--- config.mk ---
export PLATFORM = sky130hd
export DESIGN_NAME = psw_top
export DESIGN_NICKNAME = d
export VERILOG_FILES = /design/src/include/psw_pkg.sv /design/src/rtl/psw_sync.sv /design/src/rtl/psw_fifo.sv /design/src/rtl/psw_top.sv
export SDC_FILE = /design/constraint.sdc
export NUM_CORES = 1
export LEC_CHECK = 0
export BUFFER_PORTS_ARGS = -buffer_cell sky130_fd_sc_hd__clkbuf_2
export CORE_UTILIZATION = 50
export DETAILED_ROUTE_END_ITERATION = 7
export PLACE_DENSITY = 0.76
export SYNTH_ARGS = -nofsm -noshare
export SYNTH_HDL_FRONTEND = slang
export SYNTH_SLANG_ARGS = --single-unit
--- constraint.sdc ---
create_clock -name clk -period 2.5 [get_ports clk]
set_clock_uncertainty 0.15 [all_clocks]
set_input_delay 0.375 -clock clk [delete_from_list [all_inputs] [get_ports clk]]
set_output_delay 0.375 -clock clk [all_outputs]
set_load 0.05 [all_outputs]
--- src/include/psw_pkg.sv ---
package psw_pkg;

  // ****************************************************************
  // Register map of the control bus
  // ****************************************************************
  localparam logic [7:0] MODE_ADDR = 8'h00;
  localparam logic [7:0] CFG_ADDR = 8'h01;
  localparam logic [7:0] MODE_RESET = 8'h00;
  localparam logic [7:0] CFG_RESET = 8'h00;

  // Operating mode field positions
  localparam int MODE_QUIET_BIT = 4;
  localparam int MODE_ALLOW_BIT = 5;
  localparam int MODE_TX_NRZ_BIT = 6;
  localparam int MODE_RX_NRZ_BIT = 7;

  // Switch route field positions
  localparam int CFG_FIRST_SEL_LSB = 0;
  localparam int CFG_SECOND_SEL_LSB = 2;
  localparam int CFG_TX_SEL_LSB = 4;
  localparam int CFG_FIRST_ON_BIT = 6;
  localparam int CFG_SECOND_ON_BIT = 7;

  // ****************************************************************
  // Switch bus codes and transmit states
  // ****************************************************************
  localparam logic [1:0] SEL_INVALID = 2'h0;
  localparam logic [1:0] SEL_RECEIVER = 2'h1;
  localparam logic [1:0] SEL_FIRST_REQ = 2'h2;
  localparam logic [1:0] SEL_SECOND_REQ = 2'h3;

  localparam logic [2:0] TM_ACTIVE = 3'h0;
  localparam logic [2:0] TM_OFF = 3'h1;

  // Symbol pair bytes placed on the internal buses
  localparam logic [7:0] HALT_PAIR = 8'h11;
  localparam logic [7:0] IDLE_PAIR = 8'h77;
  localparam logic [2:0] MAX_HALT_PAIRS = 3'h4;

  localparam int SYM_W = 10;
  localparam int FIFO_DEPTH = 8;

  // ****************************************************************
  // Carriers
  // ****************************************************************
  typedef struct packed {
    logic parity;
    logic control;
    logic [7:0] data;
  } psw_sym_type;

  typedef struct packed {
    logic write;
    logic [7:0] addr;
    logic [7:0] wdata;
  } psw_cb_req_type;

  function automatic logic psw_odd_parity(input logic control, input logic [7:0] data);
    psw_odd_parity = ~(^{control, data});
  endfunction

endpackage

--- src/rtl/psw_sync.sv ---
`timescale 1ns/1ps
module psw_sync import psw_pkg::*; #(
  parameter int WIDTH = 1
) (
  input wire logic clk,
  input wire logic srst,
  input wire logic [WIDTH-1:0] async_in,
  output logic [WIDTH-1:0] sync_out
);

  if (WIDTH < 1) $error("psw_sync: WIDTH must be at least 1");

  logic [WIDTH-1:0] stage1;
  logic [WIDTH-1:0] stage2;
  logic [WIDTH-1:0] stage3;
  logic [WIDTH-1:0] next_sync_out;

  // A bit moves only once the last two stages agree, filtering one-cycle glitches
  always_comb begin
    for (int i = 0; i < WIDTH; i++) begin
      next_sync_out[i] = (stage2[i] == stage3[i]) ? stage3[i] : sync_out[i];
    end
  end

  always_ff @(posedge clk) begin
    if (srst) begin
      stage1 <= '0;
      stage2 <= '0;
      stage3 <= '0;
      sync_out <= '0;
    end else begin
      stage1 <= async_in;
      stage2 <= stage1;
      stage3 <= stage2;
      sync_out <= next_sync_out;
    end
  end

endmodule

--- src/rtl/psw_fifo.sv ---
`timescale 1ns/1ps
module psw_fifo import psw_pkg::*; #(
  parameter int WIDTH = SYM_W,
  parameter int DEPTH = FIFO_DEPTH
) (
  input wire logic clk,
  input wire logic srst,
  input wire logic [WIDTH-1:0] in_data,
  input wire logic in_valid,
  output logic in_ready,
  output logic [WIDTH-1:0] out_data,
  output logic out_valid,
  input wire logic out_ready
);

  if (DEPTH < 2 || (DEPTH & (DEPTH - 1)) != 0) $error("psw_fifo: DEPTH must be a power of two");
  if (WIDTH < 1) $error("psw_fifo: WIDTH must be at least 1");

  localparam int AW = $clog2(DEPTH);

  logic [WIDTH-1:0] mem [DEPTH];
  logic [AW-1:0] wr_ptr;
  logic [AW-1:0] rd_ptr;
  logic [AW:0] count;
  logic [AW-1:0] next_wr_ptr;
  logic [AW-1:0] next_rd_ptr;
  logic [AW:0] next_count;
  logic push;
  logic pop;

  assign in_ready = (count != DEPTH[AW:0]);
  assign out_valid = (count != '0);
  assign out_data = mem[rd_ptr];

  always_comb begin
    push = in_valid && in_ready;
    pop = out_valid && out_ready;
    next_wr_ptr = push ? wr_ptr + 1'b1 : wr_ptr;
    next_rd_ptr = pop ? rd_ptr + 1'b1 : rd_ptr;
    next_count = count;
    if (push && !pop) begin
      next_count = count + 1'b1;
    end else if (pop && !push) begin
      next_count = count - 1'b1;
    end
  end

  always_ff @(posedge clk) begin
    if (srst) begin
      wr_ptr <= '0;
      rd_ptr <= '0;
      count <= '0;
    end else begin
      wr_ptr <= next_wr_ptr;
      rd_ptr <= next_rd_ptr;
      count <= next_count;
    end
  end

  // Storage has no reset; emptiness is carried by count alone
  always_ff @(posedge clk) begin
    if (push) begin
      mem[wr_ptr] <= in_data;
    end
  end

endmodule

--- src/rtl/psw_top.sv ---
`timescale 1ns/1ps
//
// Contract
// - Quiet level one: off-transmit quiet drives positive request high, negative low.
// - Quiet level zero: off-transmit quiet drives positive request low, negative high.
// - Drive-allow zero keeps the enable pin off, but it sits high (on at level one) from reset until the synchroniser passes the level.
// - Drive-allow one in off-transmit mode keeps the enable pin off.
// - Drive-allow one in any other mode turns the enable pin on.
// - The enable-level pin picks the electrical polarity of on and off.
// - Outgoing code bit: zero sends NRZI, one sends plain NRZ.
// - Incoming code bit: zero decodes NRZI, one takes plain NRZ.
// - Bits 1:0 route invalid, receiver, first or second request to first indicate.
// - Bits 3:2 route a bus to second indicate with the same encoding.
// - Bits 5:4 choose the bus feeding the transmitter, same encoding.
// - Active transmit with invalid source: at most four halt pairs, then idles.
// - Bit 6 enables first indicate; cleared, its pins float.
// - Bit 7 enables second indicate; cleared, its pins float.
// - Route register always readable; writes are conditional, timer loads may overwrite.
// - Without second indicate port its bits still store but drive no pins.
// - Route register writes are refused while scrubbing runs.
module psw_top import psw_pkg::*; #(
  parameter bit HAS_SECOND_IND = 1'b1,
  parameter int DEPTH = FIFO_DEPTH
) (
  input wire logic clk,
  input wire logic srst,
  // Control bus
  input wire logic cb_req,
  input wire psw_cb_req_type cb_cmd,
  output logic cb_ack,
  output logic cb_refused,
  output logic [7:0] cb_rdata,
  // Timer-driven route loads and scrub state
  input wire logic scrub_timer_loader,
  input wire logic [7:0] scrub_route_value,
  input wire logic scrub_active,
  // Transmit state
  input wire logic [2:0] transmit_state_field,
  // Switch buses
  input wire psw_sym_type rx_bus,
  input wire psw_sym_type first_req_bus,
  input wire psw_sym_type second_req_bus,
  input wire logic [3:0] src_valid,
  output logic src_ready,
  // Transmitter feed
  output psw_sym_type tx_feed,
  output logic tx_feed_valid,
  input wire logic tx_feed_ready,
  // Indicate ports
  output psw_sym_type first_ind,
  output logic first_ind_oe_n,
  output psw_sym_type second_ind,
  output logic second_ind_oe_n,
  // Serial line
  input wire logic tx_line_bit,
  output logic [1:0] pmd_data_request_pair,
  input wire logic rx_line_pin,
  output logic rx_line_bit,
  // PMD transmitter enable
  input wire logic enable_polarity_pin,
  output logic pmd_transmitter_on_pin
);

  // ****************************************************************
  // Registers
  // ****************************************************************
  logic [7:0] operating_mode_control;
  logic [7:0] switch_route_config;
  logic [7:0] next_mode;
  logic [7:0] next_cfg;
  logic next_ack;
  logic next_refused;
  logic [7:0] next_rdata;
  logic cfg_write;
  logic mode_write;

  always_comb begin
    mode_write = cb_req && cb_cmd.write && cb_cmd.addr == MODE_ADDR;
    cfg_write = cb_req && cb_cmd.write && cb_cmd.addr == CFG_ADDR;
    next_mode = mode_write ? cb_cmd.wdata : operating_mode_control;
    next_cfg = switch_route_config;
    next_refused = 1'b0;
    // Timer load takes precedence over a bus write in the same cycle
    if (scrub_timer_loader) begin
      next_cfg = scrub_route_value;
      next_refused = cfg_write;
    end else if (cfg_write && scrub_active) begin
      next_refused = 1'b1;
    end else if (cfg_write) begin
      next_cfg = cb_cmd.wdata;
    end
    next_ack = cb_req;
    next_rdata = 8'h00;
    if (cb_req && !cb_cmd.write) begin
      case (cb_cmd.addr)
        MODE_ADDR: next_rdata = operating_mode_control;
        CFG_ADDR: next_rdata = switch_route_config;
        default: next_rdata = 8'h00;
      endcase
    end
  end

  always_ff @(posedge clk) begin
    if (srst) begin
      operating_mode_control <= MODE_RESET;
      switch_route_config <= CFG_RESET;
      cb_ack <= 1'b0;
      cb_refused <= 1'b0;
      cb_rdata <= 8'h00;
    end else begin
      operating_mode_control <= next_mode;
      switch_route_config <= next_cfg;
      cb_ack <= next_ack;
      cb_refused <= next_refused;
      cb_rdata <= next_rdata;
    end
  end

  logic quiet_level_select;
  logic pmd_drive_allow;
  logic outgoing_line_code_sel;
  logic incoming_line_code_sel;
  logic [1:0] first_sel;
  logic [1:0] second_sel;
  logic [1:0] tx_sel;
  logic first_ind_port_on;
  logic second_ind_port_on;
  logic off_transmit_mode;
  logic active_mode;

  assign quiet_level_select = operating_mode_control[MODE_QUIET_BIT];
  assign pmd_drive_allow = operating_mode_control[MODE_ALLOW_BIT];
  assign outgoing_line_code_sel = operating_mode_control[MODE_TX_NRZ_BIT];
  assign incoming_line_code_sel = operating_mode_control[MODE_RX_NRZ_BIT];
  assign first_sel = switch_route_config[CFG_FIRST_SEL_LSB +: 2];
  assign second_sel = switch_route_config[CFG_SECOND_SEL_LSB +: 2];
  assign tx_sel = switch_route_config[CFG_TX_SEL_LSB +: 2];
  assign first_ind_port_on = switch_route_config[CFG_FIRST_ON_BIT];
  assign second_ind_port_on = switch_route_config[CFG_SECOND_ON_BIT];
  assign off_transmit_mode = (transmit_state_field == TM_OFF);
  assign active_mode = (transmit_state_field == TM_ACTIVE);

  // ****************************************************************
  // Configuration switch
  // ****************************************************************
  function automatic psw_sym_type pick_bus(input logic [1:0] sel, input psw_sym_type inv,
                                           input psw_sym_type rx, input psw_sym_type fa,
                                           input psw_sym_type fb);
    case (sel)
      SEL_INVALID: pick_bus = inv;
      SEL_RECEIVER: pick_bus = rx;
      SEL_FIRST_REQ: pick_bus = fa;
      default: pick_bus = fb;
    endcase
  endfunction

  psw_sym_type halt_sym;
  psw_sym_type invalid_sym;
  logic [2:0] halt_count;
  logic [2:0] next_halt_count;
  logic [1:0] tx_sel_seen;
  psw_sym_type fifo_in;
  logic fifo_in_valid;
  logic fifo_in_ready;
  logic invalid_feed;

  always_comb begin
    halt_sym.control = 1'b1;
    halt_sym.data = HALT_PAIR;
    halt_sym.parity = psw_odd_parity(1'b1, HALT_PAIR);
    invalid_feed = active_mode && tx_sel == SEL_INVALID;
    invalid_sym.control = 1'b1;
    invalid_sym.data = (invalid_feed && halt_count >= MAX_HALT_PAIRS) ? IDLE_PAIR : HALT_PAIR;
    invalid_sym.parity = psw_odd_parity(1'b1, invalid_sym.data);
    fifo_in = pick_bus(tx_sel, invalid_sym, rx_bus, first_req_bus, second_req_bus);
    fifo_in_valid = (tx_sel == SEL_INVALID) ? 1'b1 : src_valid[tx_sel];
    src_ready = fifo_in_ready && tx_sel != SEL_INVALID;
    next_halt_count = halt_count;
    // Leaving the invalid path clears the count, so the first push after re-entry counts too
    if (!invalid_feed) begin
      next_halt_count = 3'h0;
    end else if (fifo_in_ready && halt_count < MAX_HALT_PAIRS) begin
      next_halt_count = halt_count + 3'h1;
    end
  end

  always_ff @(posedge clk) begin
    if (srst) begin
      halt_count <= 3'h0;
      tx_sel_seen <= SEL_INVALID;
    end else begin
      halt_count <= next_halt_count;
      tx_sel_seen <= tx_sel;
    end
  end

  psw_fifo #(
    .WIDTH(SYM_W),
    .DEPTH(DEPTH)
  ) u_tx_fifo (
    .clk(clk),
    .srst(srst),
    .in_data(fifo_in),
    .in_valid(fifo_in_valid),
    .in_ready(fifo_in_ready),
    .out_data(tx_feed),
    .out_valid(tx_feed_valid),
    .out_ready(tx_feed_ready)
  );

  // Whole bytes move per cycle, so a route change cannot split one
  psw_sym_type next_first_ind;
  psw_sym_type next_second_ind;
  logic next_first_oe_n;
  logic next_second_oe_n;

  always_comb begin
    next_first_ind = pick_bus(first_sel, halt_sym, rx_bus, first_req_bus, second_req_bus);
    next_first_oe_n = !first_ind_port_on;
    next_second_ind = pick_bus(second_sel, halt_sym, rx_bus, first_req_bus, second_req_bus);
    next_second_oe_n = !second_ind_port_on;
    if (!HAS_SECOND_IND) begin
      next_second_ind = '0;
      next_second_oe_n = 1'b1;
    end
  end

  always_ff @(posedge clk) begin
    if (srst) begin
      first_ind <= '0;
      second_ind <= '0;
      first_ind_oe_n <= 1'b1;
      second_ind_oe_n <= 1'b1;
    end else begin
      first_ind <= next_first_ind;
      second_ind <= next_second_ind;
      first_ind_oe_n <= next_first_oe_n;
      second_ind_oe_n <= next_second_oe_n;
    end
  end

  // ****************************************************************
  // Serial line coding and transmitter enable
  // ****************************************************************
  logic [1:0] pin_sync;
  logic polarity_level;
  logic rx_line_sync;
  logic tx_nrzi_state;
  logic rx_prev;
  logic next_tx_nrzi_state;
  logic [1:0] next_pair;
  logic next_rx_bit;
  logic next_on_pin;
  logic drive_on;

  psw_sync #(
    .WIDTH(2)
  ) u_pin_sync (
    .clk(clk),
    .srst(srst),
    .async_in({enable_polarity_pin, rx_line_pin}),
    .sync_out(pin_sync)
  );

  assign polarity_level = pin_sync[1];
  assign rx_line_sync = pin_sync[0];

  always_comb begin
    next_tx_nrzi_state = tx_nrzi_state ^ tx_line_bit;
    if (off_transmit_mode) begin
      next_pair = quiet_level_select ? 2'h2 : 2'h1;
      next_tx_nrzi_state = tx_nrzi_state;
    end else if (outgoing_line_code_sel) begin
      next_pair = {tx_line_bit, !tx_line_bit};
    end else begin
      next_pair = {next_tx_nrzi_state, !next_tx_nrzi_state};
    end
    next_rx_bit = incoming_line_code_sel ? rx_line_sync : (rx_line_sync ^ rx_prev);
    drive_on = pmd_drive_allow && !off_transmit_mode;
    next_on_pin = polarity_level ? drive_on : !drive_on;
  end

  always_ff @(posedge clk) begin
    if (srst) begin
      tx_nrzi_state <= 1'b0;
      rx_prev <= 1'b0;
      pmd_data_request_pair <= 2'h1;
      rx_line_bit <= 1'b0;
      pmd_transmitter_on_pin <= 1'b1;
    end else begin
      tx_nrzi_state <= next_tx_nrzi_state;
      rx_prev <= rx_line_sync;
      pmd_data_request_pair <= next_pair;
      rx_line_bit <= next_rx_bit;
      pmd_transmitter_on_pin <= next_on_pin;
    end
  end
endmodule

Word level (Yosys, flattened, before mapping). Memories as Yosys holds them, arrays and structs flattened. A register that Yosys moved wholly into a read port is not among the register bits. Index checks and enable logic that the tools add are counted.

Register bits: 75. Output and inout bits: 48. Word-level logic and storage cells: 113. Memories: 1. Memory bits (writable): 80.

Memory list: u_tx_fifo.mem (depth 8, width 10, rd ports 1, clocked after Yosys merged registers in 1, write ports 1, RTL line psw_fifo.sv:21) `logic [WIDTH-1:0] mem [DEPTH];`.

Reduce and logical (&&, ||, !) cells: 36. $lt $le $gt $ge: 3. Muxes and demuxes: 24. Bitwise gates (word level): 5. Add/sub/neg operators: 5. Equality and inequality tests: 12.

Operator list (number): one-hot mux 10 bit (3 select lines) (3); two-way mux 8 bit (3); one-hot mux 8 bit (2 select lines) (1); logical AND 1 bit (14); adder 3 x 1 -> 3 bit, second input constant (3); logical NOT 1 bit (9); parity 9 bit (1); == test 8 x 1 -> 1 bit, second input constant (1); logical NOT 8 bit (1); two-way mux 1 bit (8); two-way mux 4 bit (2); two-way mux 7 bit (1); == test 2 x 1 -> 1 bit, second input constant (3); == test 2 bit, second input constant (3); logical NOT 2 bit (3); two-way mux 2 bit (3); two-way mux 3 bit (2); nonzero test 2 bit (3); adder 4 x 1 -> 4 bit, second input constant (1); != test 4 bit, second input constant (1); nonzero test 4 bit (1); OR reduction 2 bit (2); subtractor 4 x 1 -> 4 bit, second input constant (1); == test 3 x 1 -> 1 bit, second input constant (1); other kinds (10) (14).

Longest topological paths before layout. Gate-level depths: netlist of the first run.

Word-level depth: 8. Mapped depth: 10. Gate-level depth less buffers: 9.

Cells and area by module. A second synthesis of the first run with hierarchy kept.

Cells, all modules: 518. Area, all modules: 6746.5 µm².

By module, submodules not included: psw_fifo (cells each 188, area an instance 3737.3 µm², times used 1); psw_top (cells each 310, area an instance 2781.4 µm², times used 1); psw_sync (cells each 20, area an instance 227.7 µm², times used 1).

Worst setup path after synthesis of the first run. OpenSTA, ideal clock, no wires.

Kind: flip-flop to flip-flop. Start point: reg u_tx_fifo.count[0]. End point: reg u_tx_fifo.count[3]. Data required time: 2.229 ns. Clock period less this slack: 2.976 ns. Setup slack: -0.476 ns. Cell stages (with the launch flop): 10. Arrival time: 2.705 ns. Setup time: 0.121 ns. Path through: dfxtp_1 -> or4_1 -> nand2_1 -> ha_1 -> inv_1 -> ha_1 -> a21oi_1 -> a211oi_1 -> a31oi_1 -> mux2_2.

Cells in the longest elaborated chain, start to end: 5. Elaborated cells on any way between the ends: 13. Classes of those cells: add/sub: 2; eq/ne: 1; mux: 2; reduce/logical: 8.

RTL lines: from (decl) (RTL line psw_fifo.sv:24) `logic [AW:0] count;`; from (signal assigned) (RTL line psw_fifo.sv:56) `count <= next_count;`; nonzero test 4 bit * (RTL line psw_fifo.sv:32) `assign out_valid = (count != '0);`; named net tx_feed_valid (RTL line psw_top.sv:47) `output logic tx_feed_valid,`; logical AND 1 bit * (RTL line psw_fifo.sv:37) `pop = out_valid && out_ready;`; logical NOT 1 bit (RTL line psw_fifo.sv:41) `if (push && !pop) begin`; logical AND 1 bit (RTL line psw_fifo.sv:41); two-way mux 4 bit or nonzero test 2 bit (tied branches).

The timed path passes the listed nets; every way through them passes the cells marked *. The select of a mux whose other input is x is not followed. A chain may end at the register's enable or synchronous reset.

==> summary by stage, run 1 <==
Setup path
The critical path is of the flop to output port type. The worst setup path is launched from a flop. The end of the worst register-to-register path is u_tx_fifo.count[3]$_SDFFE_PP0P_. In this run the critical register-to-register path is launched from u_tx_fifo.count[0]$_SDFFE_PP0P_. The critical-path maximum fanout is 5. The worst-case register-to-register setup slack is 0.006 ns. The required time reported for the critical path endpoint is 1.98 ns.

At the worst endpoint, the arrival time is 1.97 ns. For the worst flop-to-flop path, the logic depth is 9. The kind of end point of the critical path is an output port. Following the worst setup path forward leads to its endpoint at tx_feed[6].

Cells and area
The share of the core filled with cells is 0.656. Of the cells placed in the final design, the portion with a size suffix greater than 1 is 0.379. Compared with the post-synthesis result, the final layout area differs by 27.4%. The total number of nets in the final design is 707. The number of inserted diodes is 0. The final instance area is 8310 um2.

Route
Across all layers, the routed design uses 4548 vias. The per-cell via count in the routed design is 5.59. After detailed routing, the average wire length per cell comes to 18.6 um. The initial DRC count is 314. The number of nets still failing antenna checks after routing is 0. The final layout contains routed wiring with a total length of 15100 um. The number of design rule violations left after detail routing is 0. Before antenna repair, the detailed router went through 5 iterations.

Floorplan
After floorplanning, the core was sized to cover 12700 um2. The effective utilization at floorplan is 0.515. The floorplan step defined a die boundary enclosing 13500 um2. The placement row count is 41.

Measured along the y axis, the die boundary spans 116 um. 119 I/O pins were placed. Measured along the x axis, the die boundary spans 116 um.

STA
Dividing the final minimum period by the clock period gives 0.998. Headroom to the max-slew limit came out at 0.512. The upper clock frequency limit is 401 MHz. The number of pins exceeding their max-slew limit in the final report is 0. The time the worst path needs with I/O delays and setup is 2.49 ns. The final number of hold-violating endpoints is 0.

Setup violations remaining at the end of the flow were counted as 0. Setup repair after global routing could not meet its margin everywhere. For the pin with the worst max-slew slack, the measured transition is 0.731 ns.

CTS
The cts-stage hold buffer count is 0. The clock tree from TritonCTS is yes. The count of H-tree levels built during CTS is 4. The source-to-sink clock delay at the later pin of the worst-skew pair is 0.42 ns. The clock input transition at the sequential cells of the worst setup and hold paths is 0.06 ns. For this design, the sink count on the clock tree is 158.

The CTS buffer count is 17. The master cell of the clock root buffer is sky130_fd_sc_hd__clkbuf_16. The maximum root-to-sink buffer count is 2.

Global routing
The number of global-route vias before repair is 4491. The global-route met2 utilization is 0.394. The largest net degree at the start of global routing is 30.

The first global-routing pass estimated 23000 um of wire. The busiest metal layer after global routing is met2. The sum of overflow across all layers after global routing is 0. Across every metal layer, demand over resource in global routing totals 0.231. The met3 demand-to-capacity share in global routing is 0.0664. For met1 alone, demand over resource in global routing was 0.280. The number of antenna violations at the first check in global routing is 0.

Pwr
The total power divided by cell area is 1000 nW/um2. The share of total power dissipated in combinational logic is 0.293. After layout, the design draws a total of 8.31 mW. The internal portion of total power is 5.84 mW.

The worst-case IR drop observed on VDD is 0.506 mV. The clock network fraction of total power is 0.325. The relative contribution of sequential cells to total power is 0.382. Of the total power, the share spent switching nets is 0.298.

The switching power is 2.47 mW. The reported leakage power is 3.22 nW.

Synthesis
The distinct cell type count after synthesis is 44. The total standard cell area after synthesis is 6520 um2. The share of the synthesized netlist area taken by xor and xnor gates is 0.0121. Of the total synthesized cell area, the portion taken by full adders, half adders and majority gates is 0.0146. In this run, synthesis inferred 80 flip-flops with an integrated enable. The most frequently used flop master after synthesis is sky130_fd_sc_hd__edfxtp_1. During synthesis, Yosys emitted a total of 0 warnings. The average instance in the mapped netlist occupies 13.2 um2. By instance count, the leading cell after synthesis is sky130_fd_sc_hd__edfxtp_1. The net count after synthesis is 571. Counting flops with an async set or reset pin after synthesis yields a share of 0. By area the synthesized netlist is led by sky130_fd_sc_hd__edfxtp_1 (37%), sky130_fd_sc_hd__dfxtp_1 (24%), sky130_fd_sc_hd__mux4_2 (6.9%), sky130_fd_sc_hd__mux2_2 (5.0%), sky130_fd_sc_hd__nor2_1 (3.6%). Synthesis produced 493 cells. Of the post-synthesis cell area, the dominant cell type holds 0.368. By area, the combinational part of the netlist is dominated by multiplexers. The post-synthesis compound-gate area fraction is 0.0637. sky130_fd_sc_hd__edfxtp_1 takes more of the synthesized area than any other cell. The area share of and/or/nand/nor cells after synthesis is 0.126. Ranked by instance count, the synthesized netlist is headed by sky130_fd_sc_hd__edfxtp_1 (80), sky130_fd_sc_hd__dfxtp_1 (78), sky130_fd_sc_hd__nor2_1 (62). Of the synthesized area, sequential elements account for 0.608. Measured against the total synthesized area, the mux share comes to 0.154. Counting flops and latches in the post-synthesis netlist gives 158.

Placement
At the end of routability-driven placement, the weighted congestion stood at 0.792. The placed instance area is 7430 um2. The detailed-placement wirelength estimate is 10000 um.

The total of buffers placed on input and output ports is 117.

Status
The run finished with clean final reports.

Job
The number of max-cap violations is 0.

Worst hold path
The tightest min-delay check is of the primary input to flop type.
[kinds of logic (layout without fill, tap and decap cells)]
family	Yosys count	count (layout)
flops	158	158
simple gates	157	157
mux	72	72
compound gates	56	56
buf+inv	34	182
xor+xnor	9	9
fa+ha+maj	7	7
[per-stage QoR]
step	hold WS [ns]	TNS [ns]	setup slack [ns]	std cells
finish	0.00758	0	0.00600	813
global placement	0.252	0	0.0178	775
global route	0.0217	-0.390	-0.0452	813
CTS	0.00498	-0.0317	-0.0147	808
detailed placement	0.250	-0.0274	-0.0274	775
floorplan	0.234	-0.0489	-0.0489	493
[final cells by class]
cell class	instances	area [um2]
inverter	4	17.5
tap	172	215
fill	918	4360
sequential	158	3970
clock buffer	18	429
timing repair buffer	147	978
multi-input combinational	301	2510
clock inverter	13	184
[how the worst min path moves through the flow]
| stage | slack, ns | depth (start not counted) | to | start |
|---|---|---|---|---|
| 2_1_floorplan | 0.23 | 1 | first_ind_oe_n$_SDFF_PP1_ | switch_route_config[6]$_SDFFE_PP0P_ |
| 3_3_place_gp | 0.25 | 1 | second_ind_oe_n$_SDFF_PP1_ | switch_route_config[7]$_SDFFE_PP0P_ |
| 3_5_place_dp | 0.25 | 1 | first_ind_oe_n$_SDFF_PP1_ | switch_route_config[6]$_SDFFE_PP0P_ |
| 4_1_cts | 0.005 | 2 | u_pin_sync.stage1[1]$_SDFF_PP0_ | enable_polarity_pin |
| 5_1_grt | 0.02 | 2 | u_pin_sync.stage1[1]$_SDFF_PP0_ | enable_polarity_pin |
| 6_report | 0.008 | 2 | u_pin_sync.stage1[1]$_SDFF_PP0_ | enable_polarity_pin |
[worst max-delay path: stages (launching register included)]
cell,delay (ns)
sky130_fd_sc_hd__dfxtp_4,0.43
sky130_fd_sc_hd__clkbuf_16,0.18
sky130_fd_sc_hd__mux4_2,0.49
sky130_fd_sc_hd__mux2_2,0.29
sky130_fd_sc_hd__buf_8,0.15
[state kept, by name, summed over array words and instances, names as in the netlist, 4 cells and up, named ones only]
register / count
u_tx_fifo.mem: 80
u_tx_fifo.count: 4
first_ind: 10
second_ind: 10
cb_rdata: 8
operating_mode_control: 8
switch_route_config: 8
[repair_timing]
item                                    in CTS  in global routing
setup buffers                                1                  3
endpoints found under the setup margin      11                 11
cloned                                       1                  2
pin swaps                                    1                  4
endpoints found under the hold margin        0                  0
gates resized for setup                     25                 19
[power groups by stage]
stage / clock, mW / combinational (mW) / sequential [mW]
2_1_floorplan: 0 / 1.41 / 3.23
4_1_cts: 2.72 / 2.22 / 3.16
3_3_place_gp: 0 / 1.93 / 3.17
3_5_place_dp: 0 / 1.98 / 3.19
6_report: 2.70 / 2.43 / 3.18
5_1_grt: 2.85 / 2.58 / 3.20
[placed cells by master, fill, tap and decap left out, types with 3 or more instances in the layout]
master                        n
sky130_fd_sc_hd__a211oi_1     8
sky130_fd_sc_hd__a21oi_1     11
sky130_fd_sc_hd__a22o_1       3
sky130_fd_sc_hd__a22oi_1     22
sky130_fd_sc_hd__and2_1       3
sky130_fd_sc_hd__buf_4       26
sky130_fd_sc_hd__buf_8       10
sky130_fd_sc_hd__bufinv_16    4
sky130_fd_sc_hd__clkbuf_16   19
sky130_fd_sc_hd__clkbuf_2   107
sky130_fd_sc_hd__dfxtp_1     76
sky130_fd_sc_hd__edfxtp_1    80
sky130_fd_sc_hd__ha_1         4
sky130_fd_sc_hd__inv_1        3
sky130_fd_sc_hd__inv_6        5
sky130_fd_sc_hd__mux2_2      23
sky130_fd_sc_hd__mux2_4       6
sky130_fd_sc_hd__mux2i_1     23
sky130_fd_sc_hd__mux4_2      20
sky130_fd_sc_hd__nand2_1     12
sky130_fd_sc_hd__nand2b_1    10
sky130_fd_sc_hd__nor2_1      62
sky130_fd_sc_hd__nor2b_1     22
sky130_fd_sc_hd__nor3_1      11
sky130_fd_sc_hd__nor3b_1      9
sky130_fd_sc_hd__nor3b_2      4
sky130_fd_sc_hd__nor4_1       9
sky130_fd_sc_hd__o21ai_0      3
sky130_fd_sc_hd__o31a_1       3
sky130_fd_sc_hd__xnor2_1      5
sky130_fd_sc_hd__xor2_1       4
[routing by layer]
layer	vias to the layer above	part of all wire
met1	2248	0.42
met3	24	0.060
li1	2107	-
met4	0	0.017
met5	-	0
met2	169	0.51
(Power assumes the default switching activity.)
==> run 2: changes to the inputs <==
--- a/constraint.sdc
+++ b/constraint.sdc
@@ -3,3 +3,3 @@
 set_input_delay 0.375 -clock clk [delete_from_list [all_inputs] [get_ports clk]]
 set_output_delay 0.375 -clock clk [all_outputs]
-set_load 0.05 [all_outputs]
+set_load 0.01 [all_outputs]
==> summary by stage, run 2 (synthesis results as in run 1) <==
Cells and area
The library cell used most frequently in the layout, excluding fill and tap cells, is sky130_fd_sc_hd__clkbuf_2. The register ranked first by flip-flop count is u_tx_fifo.mem. Summing all flip-flop and latch instances after layout gives 3970 um2. The layout overhead on the synthesized area is 24.1%. The number of fillers in the final layout is 985.

The total number of nets in the final design is 707. The largest registers in the layout are u_tx_fifo.mem x80, first_ind x10, second_ind x10. After the flow finishes, the layout carries non-filler instances totaling 814. The ratio of cells with drive above 1 in the final layout is 0.380. The share of the core filled with cells is 0.639. In the final layout, the multi-input gates occupy 2490 um2.

The number of inserted diodes is 0. The final instance area is 8100 um2. In the layout the commonest cells are sky130_fd_sc_hd__clkbuf_2 (117), sky130_fd_sc_hd__edfxtp_1 (80), sky130_fd_sc_hd__dfxtp_1 (75), sky130_fd_sc_hd__nor2_1 (62), sky130_fd_sc_hd__mux2_2 (28). The number of flip-flops under the largest register name is 80.

STA
Across all setup checks in the final design, the least slack found is 0.0386 ns. Counting I/O delays and the setup requirement, the final critical path takes 2.46 ns. Setup repair after global routing could not meet its margin everywhere.

Across all hold checks on the routed design, the worst slack comes to 0.0137 ns. The final setup violation count is 0. The final total negative setup slack is 0 ns. Of the available clock period, the critical path in the final layout requires 0.985. Headroom to the max-slew limit came out at 0.533. The upper clock frequency limit is 406 MHz. At the pin with the least slew margin, the transition time is 0.701 ns.

The final number of hold-violating endpoints is 0. The number of pins exceeding their max-slew limit in the final report is 0.

Floorplan
For this configuration, the core starts out at a cell density of 0.515. In this run the core area contains 41 standard-cell rows. The vertical die dimension is 116 um.

The placeable core area is 12700 um2. The area of the die is 13500 um2. Pin placement for this block handled 119 I/O pins. The floorplan step set the die width to 116 um.

Global routing
The sum of overflow across all layers after global routing is 0. Entering global routing, the biggest net connects 26 pins. The number of antenna violations at the first check in global routing came to 0. The number of global-route vias before repair was 4506. Across every metal layer, demand over resource in global routing totals 0.236.

The first global-routing pass estimated 23100 um of wire.

Setup path
In this run the worst path has a maximum fanout of 5. The worst endpoint data arrival time is 1.94 ns. The biggest cell delay along the critical path is 0.52 ns. The critical path goes through buf_12 > mux4_2 > mux2_2 > clkbuf_2.

The kind of end point of the critical path is an output port. STA classifies the critical path startpoint as a flop. The required time reported for the critical path endpoint is 1.98 ns.

The worst reg2reg path depth is 9. The cell with the largest stage delay on the worst path is sky130_fd_sc_hd__mux4_2. The critical path in this run is classified as flop to output port.

CTS
The longest clock path from root to sink contains 2 buffers. The count of H-tree levels built during CTS is 4. The source-to-sink clock delay at the later pin of the worst-skew pair is 0.42 ns. The CTS buffer count is 17. TritonCTS built the clock tree. After clock tree synthesis, the clock-pin slew on the worst setup and hold paths is 0.06 ns. The master cell of the clock root buffer is sky130_fd_sc_hd__clkbuf_16. The clock net in this run drives a total of 158 sinks. Hold repair after CTS inserted 0 buffers.

Placement
The number of placed instances with taps included is 779. Timing analysis after detailed placement gives a worst setup slack of -0.0352 ns. The placed instance area is 7450 um2.

The detailed-placement wirelength estimate is 10200 um. The routability congestion estimate from global placement is 0.786. Port buffering added 117 buffers.

Pwr
Summing internal, switching and leakage power gives 7.29 mW. The worst-case IR drop observed on VDD is 0.521 mV. The reported leakage power is 3.11 nW. For this design the ratio of total power to cell area is 900 nW/um2.

Route
Dividing the detail-routed via count by the number of cells gives 5.58. After detailed routing, the average wire length per cell comes to 18.7 um. The first TritonRoute pass finished after 4 iterations. Once detail routing completed, the nets flagged for antenna violations numbered 0. The post-detailed-routing wire length is 15200 um. The total number of vias is 4545. The number of design rule violations left after detail routing is 0.

The initial DRC count is 306.

Job
The number of max-cap violations is 0.

Status
The run finished with clean final reports.

Worst hold path
The path class of the tightest hold or removal check is primary input to flop. The hold-critical path depth is 2.
## run 2: cell count changes in the layout (fill, tap and decap cells not counted), moves of 3 or more
cell	before	now
sky130_fd_sc_hd__bufinv_16	4	1
sky130_fd_sc_hd__clkbuf_2	107	117
sky130_fd_sc_hd__buf_8	10	0
sky130_fd_sc_hd__mux2_2	23	28
sky130_fd_sc_hd__mux2_4	6	1
sky130_fd_sc_hd__clkinvlp_4	1	7
sky130_fd_sc_hd__inv_6	5	1
## run 2: critical path, delay by kind of cell, from the launching register on
kind	cells	cell delay, ns
flops	1	0.41
buf+inv	2	0.27
mux	2	0.83
## run 2: per-layer routing
metal,share of wire,track usage
met5,0,0
met3,0.062,0.0758
met4,0.017,0.0889
met1,0.41,0.274
met2,0.51,0.408
## run 2: worst paths after layout
kind / endpoint / slack [ns] / start
worst min register to register: second_ind_oe_n$_SDFF_PP1_ / 0.27 / switch_route_config[7]$_SDFFE_PP0P_
worst max register to register: u_tx_fifo.count[3]$_SDFFE_PP0P_ / 0.07 / u_tx_fifo.count[0]$_SDFFE_PP0P_
worst min-delay path: u_pin_sync.stage1[1]$_SDFF_PP0_ / 0.01 / enable_polarity_pin
worst max-delay path: tx_feed[8] / 0.04 / flop
## run 2: what timing repair did
item | 4_1_cts | 5_1_grt
setup endpoints to repair | 4 | 4
cloned | 1 | 1
setup buffers | 0 | 1
pin swaps | 1 | 2
gates resized for setup | 6 | 6
## run 2: final cells by class
cell class | instances | share of cell area
clock buffer | 19 | 0.0535
clock inverter | 13 | 0.0145
inverter | 4 | 0.00185
multi-input combinational | 301 | 0.307
sequential | 158 | 0.490
tap | 172 | 0.0266
timing repair buffer | 147 | 0.106
## run 2: report_power, final
part / switching, mW / internal, mW / total (mW) / leakage (nW)
logic: 0.852 / 0.918 / 1.77 / 1.50
clock network: 1.02 / 1.37 / 2.38 / 0.241
registers: 0.136 / 3.00 / 3.14 / 1.37
==> run 3: changes to the inputs <==
- RECOVER_POWER: default -> 50
==> summary by stage, run 3 (synthesis results as in run 1) <==
Setup path
By startpoint and endpoint, the worst setup path is classified as flop to output port. The biggest cell delay along the critical path is 0.51 ns. The critical-path maximum fanout is 5. Counting cells, the worst reg-to-reg path comes to 9. The worst-case register-to-register setup slack is 0.07 ns. The slowest stage of the critical path belongs to the cell sky130_fd_sc_hd__mux4_2. The startpoint type of the worst setup path is a flop. In this run the critical register-to-register path is launched from u_tx_fifo.count[0]$_SDFFE_PP0P_. The worst setup path is captured at an output port. The critical path goes through clkbuf_16 > mux4_2 > mux2_4 > clkbuf_2.

The required time reported for the critical path endpoint is 1.98 ns. The worst endpoint data arrival time is 1.93 ns. The end of the worst register-to-register path is u_tx_fifo.count[3]$_SDFFE_PP0P_.

Global routing
The wire length of the first global-routing pass is 23100 um. The number of antenna violations at the first check in global routing was 0. The sum of overflow across all layers after global routing is 0. Entering global routing, the biggest net connects 26 pins. The number of global-route vias before repair is 4506.

The total track usage is 0.236.

Cells and area
Leaving out fill and tap cells, the most frequent cell in the layout is sky130_fd_sc_hd__edfxtp_1. In the final layout, the registers with the most flip-flops are u_tx_fifo.mem x80, first_ind x10, second_ind x10. In the final design database the tool counted 707 nets. Of the cells placed in the final design, the portion with a size suffix greater than 1 is 0.315.

The count of non-filler cells in the finished layout is 814. The area growth from synthesis to layout is 23.1%. The number of inserted diodes is 0. The final instance area is 8030 um2. The register ranked first by flip-flop count is u_tx_fifo.mem. The register with the most flip-flops in the layout has 80 of them. The top cell types in the final layout, fill and taps aside, are sky130_fd_sc_hd__edfxtp_1 (80), sky130_fd_sc_hd__clkbuf_2 (79), sky130_fd_sc_hd__dfxtp_1 (75), sky130_fd_sc_hd__nor2_1 (62), sky130_fd_sc_hd__clkbuf_1 (44).

Once layout is complete, the utilization of the core stands at 0.634.

Route
The detailed-routing iteration count for the pre-antenna-repair pass is 4. In this run the remaining antenna-violating nets after routing total 0. Wires add up to 15200 um. The total number of vias is 4528. The routed length per instance is 18.7 um.

In this run, the number of DRC markers left after iteration 0 of detailed routing was 267. For this run, design rule violations remaining after detail routing come to 0. The per-cell via count in the routed design is 5.56.

Worst hold path
The hold-critical path depth is 2. For hold timing, the worst endpoint is u_pin_sync.stage1[1]$_SDFF_PP0_. The worst hold path startpoint is enable_polarity_pin.

The min-delay analysis places its worst path in the category primary input to flop.

CTS
The CTS buffer count is 17. The maximum root-to-sink buffer count is 2. The clock tree from TritonCTS is yes. The count of H-tree levels built during CTS is 4. The later pin in the worst-skew pair is clocked with a latency of 0.42 ns. In this run the clock root is driven by a sky130_fd_sc_hd__clkbuf_16.

Clock-pin slew was measured on the worst setup and hold paths at 0.06 ns. The clock net sink count is 158.

Floorplan
Measured along the x axis, the die boundary spans 116 um. The I/O pin count is 119. The vertical die dimension is 116 um.

The effective utilization at floorplan is 0.515. The floorplan step defined a die boundary enclosing 13500 um2. The placeable core area is 12700 um2. The floorplan has 41 rows.

STA
The time the worst path needs with I/O delays and setup is 2.45 ns. The upper clock frequency limit is 407 MHz. Of the available clock period, the critical path in the final layout requires 0.982. The slew at the pin closest to its max-slew limit is 0.979 ns. The final number of hold-violating endpoints was 0. The final total negative setup slack is 0 ns. Setup violations remaining at the end of the flow were counted as 0. Setup repair after global routing could not meet its margin everywhere.

The worst pin sits at a relative slew slack of 0.347. The number of pins exceeding their max-slew limit in the final report was 0.

Pwr
Dividing total power by cell area gives a power density of 907 nW/um2. IR analysis of the VDD net gives a maximum drop of 0.518 mV. Summing internal, switching and leakage power gives 7.28 mW. In this run the static leakage power is 2.97 nW.

Placement
Buffers placed on the I/O ports in this run total 117. The detailed-placement wirelength estimate is 10200 um. The number of placed instances with taps included is 779. The routability congestion estimate from global placement is 0.786. Summing all placed instances gives a cell area of 7450 um2.

Job
Across the run, the number of max-cap violations was 0.

Status
The flow ran to the end, and the final reports show no timing, DRC or antenna violations.
## run 3: layout make-up
type                            count  area (um2)
Sequential cell                   158        3970
Tap cell                          172         215
Clock inverter                     13         118
Multi-Input combinational cell    301        2480
Timing Repair Buffer              147         798
Fill cell                        1014        4640
Inverter                            4        15.0
Clock buffer                       19         433
## run 3: timing repair
item	CTS	global route
pin swaps	1	2
endpoints found under the setup margin	4	4
setup buffers	0	1
hold buffers	0	0
gates resized for setup	6	6
cloned	1	1
## run 3: through the flow
stage                     hold WS, ns  setup WS, ns
after floorplan                 0.234       -0.0226
after global placement          0.251        0.0340
after detailed placement        0.252       -0.0352
after CTS                     0.00581        0.0220
after global routing           0.0377       -0.0207
final                          0.0104        0.0459
## run 3: worst max-delay path, delay by kind of cell (launching register included)
family / cells / cell delay [ns]
buffers and inverters: 2 / 0.30
flip-flops: 1 / 0.41
multiplexers: 2 / 0.79
## run 3: worst max path at each step
| stage | to | slack [ns] | cells past startpoint |
|---|---|---|---|
| after floorplan | u_tx_fifo.mem[5][0]$_DFFE_PP_ | -0.02 | 5 |
| after global placement | u_tx_fifo.count[3]$_SDFFE_PP0P_ | 0.03 | 9 |
| after detailed placement | u_tx_fifo.count[3]$_SDFFE_PP0P_ | -0.04 | 9 |
| after CTS | tx_feed[2] | 0.02 | 4 |
| after global routing | u_tx_fifo.count[3]$_SDFFE_PP0P_ | -0.02 | 9 |
| final | tx_feed[0] | 0.05 | 4 |
## run 3: report_power, final
| part | leakage (nW) | internal [mW] | switching (mW) | total (mW) |
|---|---|---|---|---|
| clock | 0.241 | 1.37 | 1.02 | 2.38 |
| combinational | 1.36 | 0.909 | 0.851 | 1.76 |
| sequential | 1.37 | 3.01 | 0.136 | 3.14 |
| total | 2.97 | 5.28 | 2.00 | 7.28 |
## run 3: routing by layer
| metal | wire, um | global-route usage | up-vias |
|---|---|---|---|
| met3 | 1030 | 0.0758 | 19 |
| met2 | 7880 | 0.408 | 163 |
| met4 | 252 | 0.0889 | 0 |
| li1 | - | - | 2119 |
| met1 | 6080 | 0.274 | 2227 |
| met5 | 0 | 0 | - |
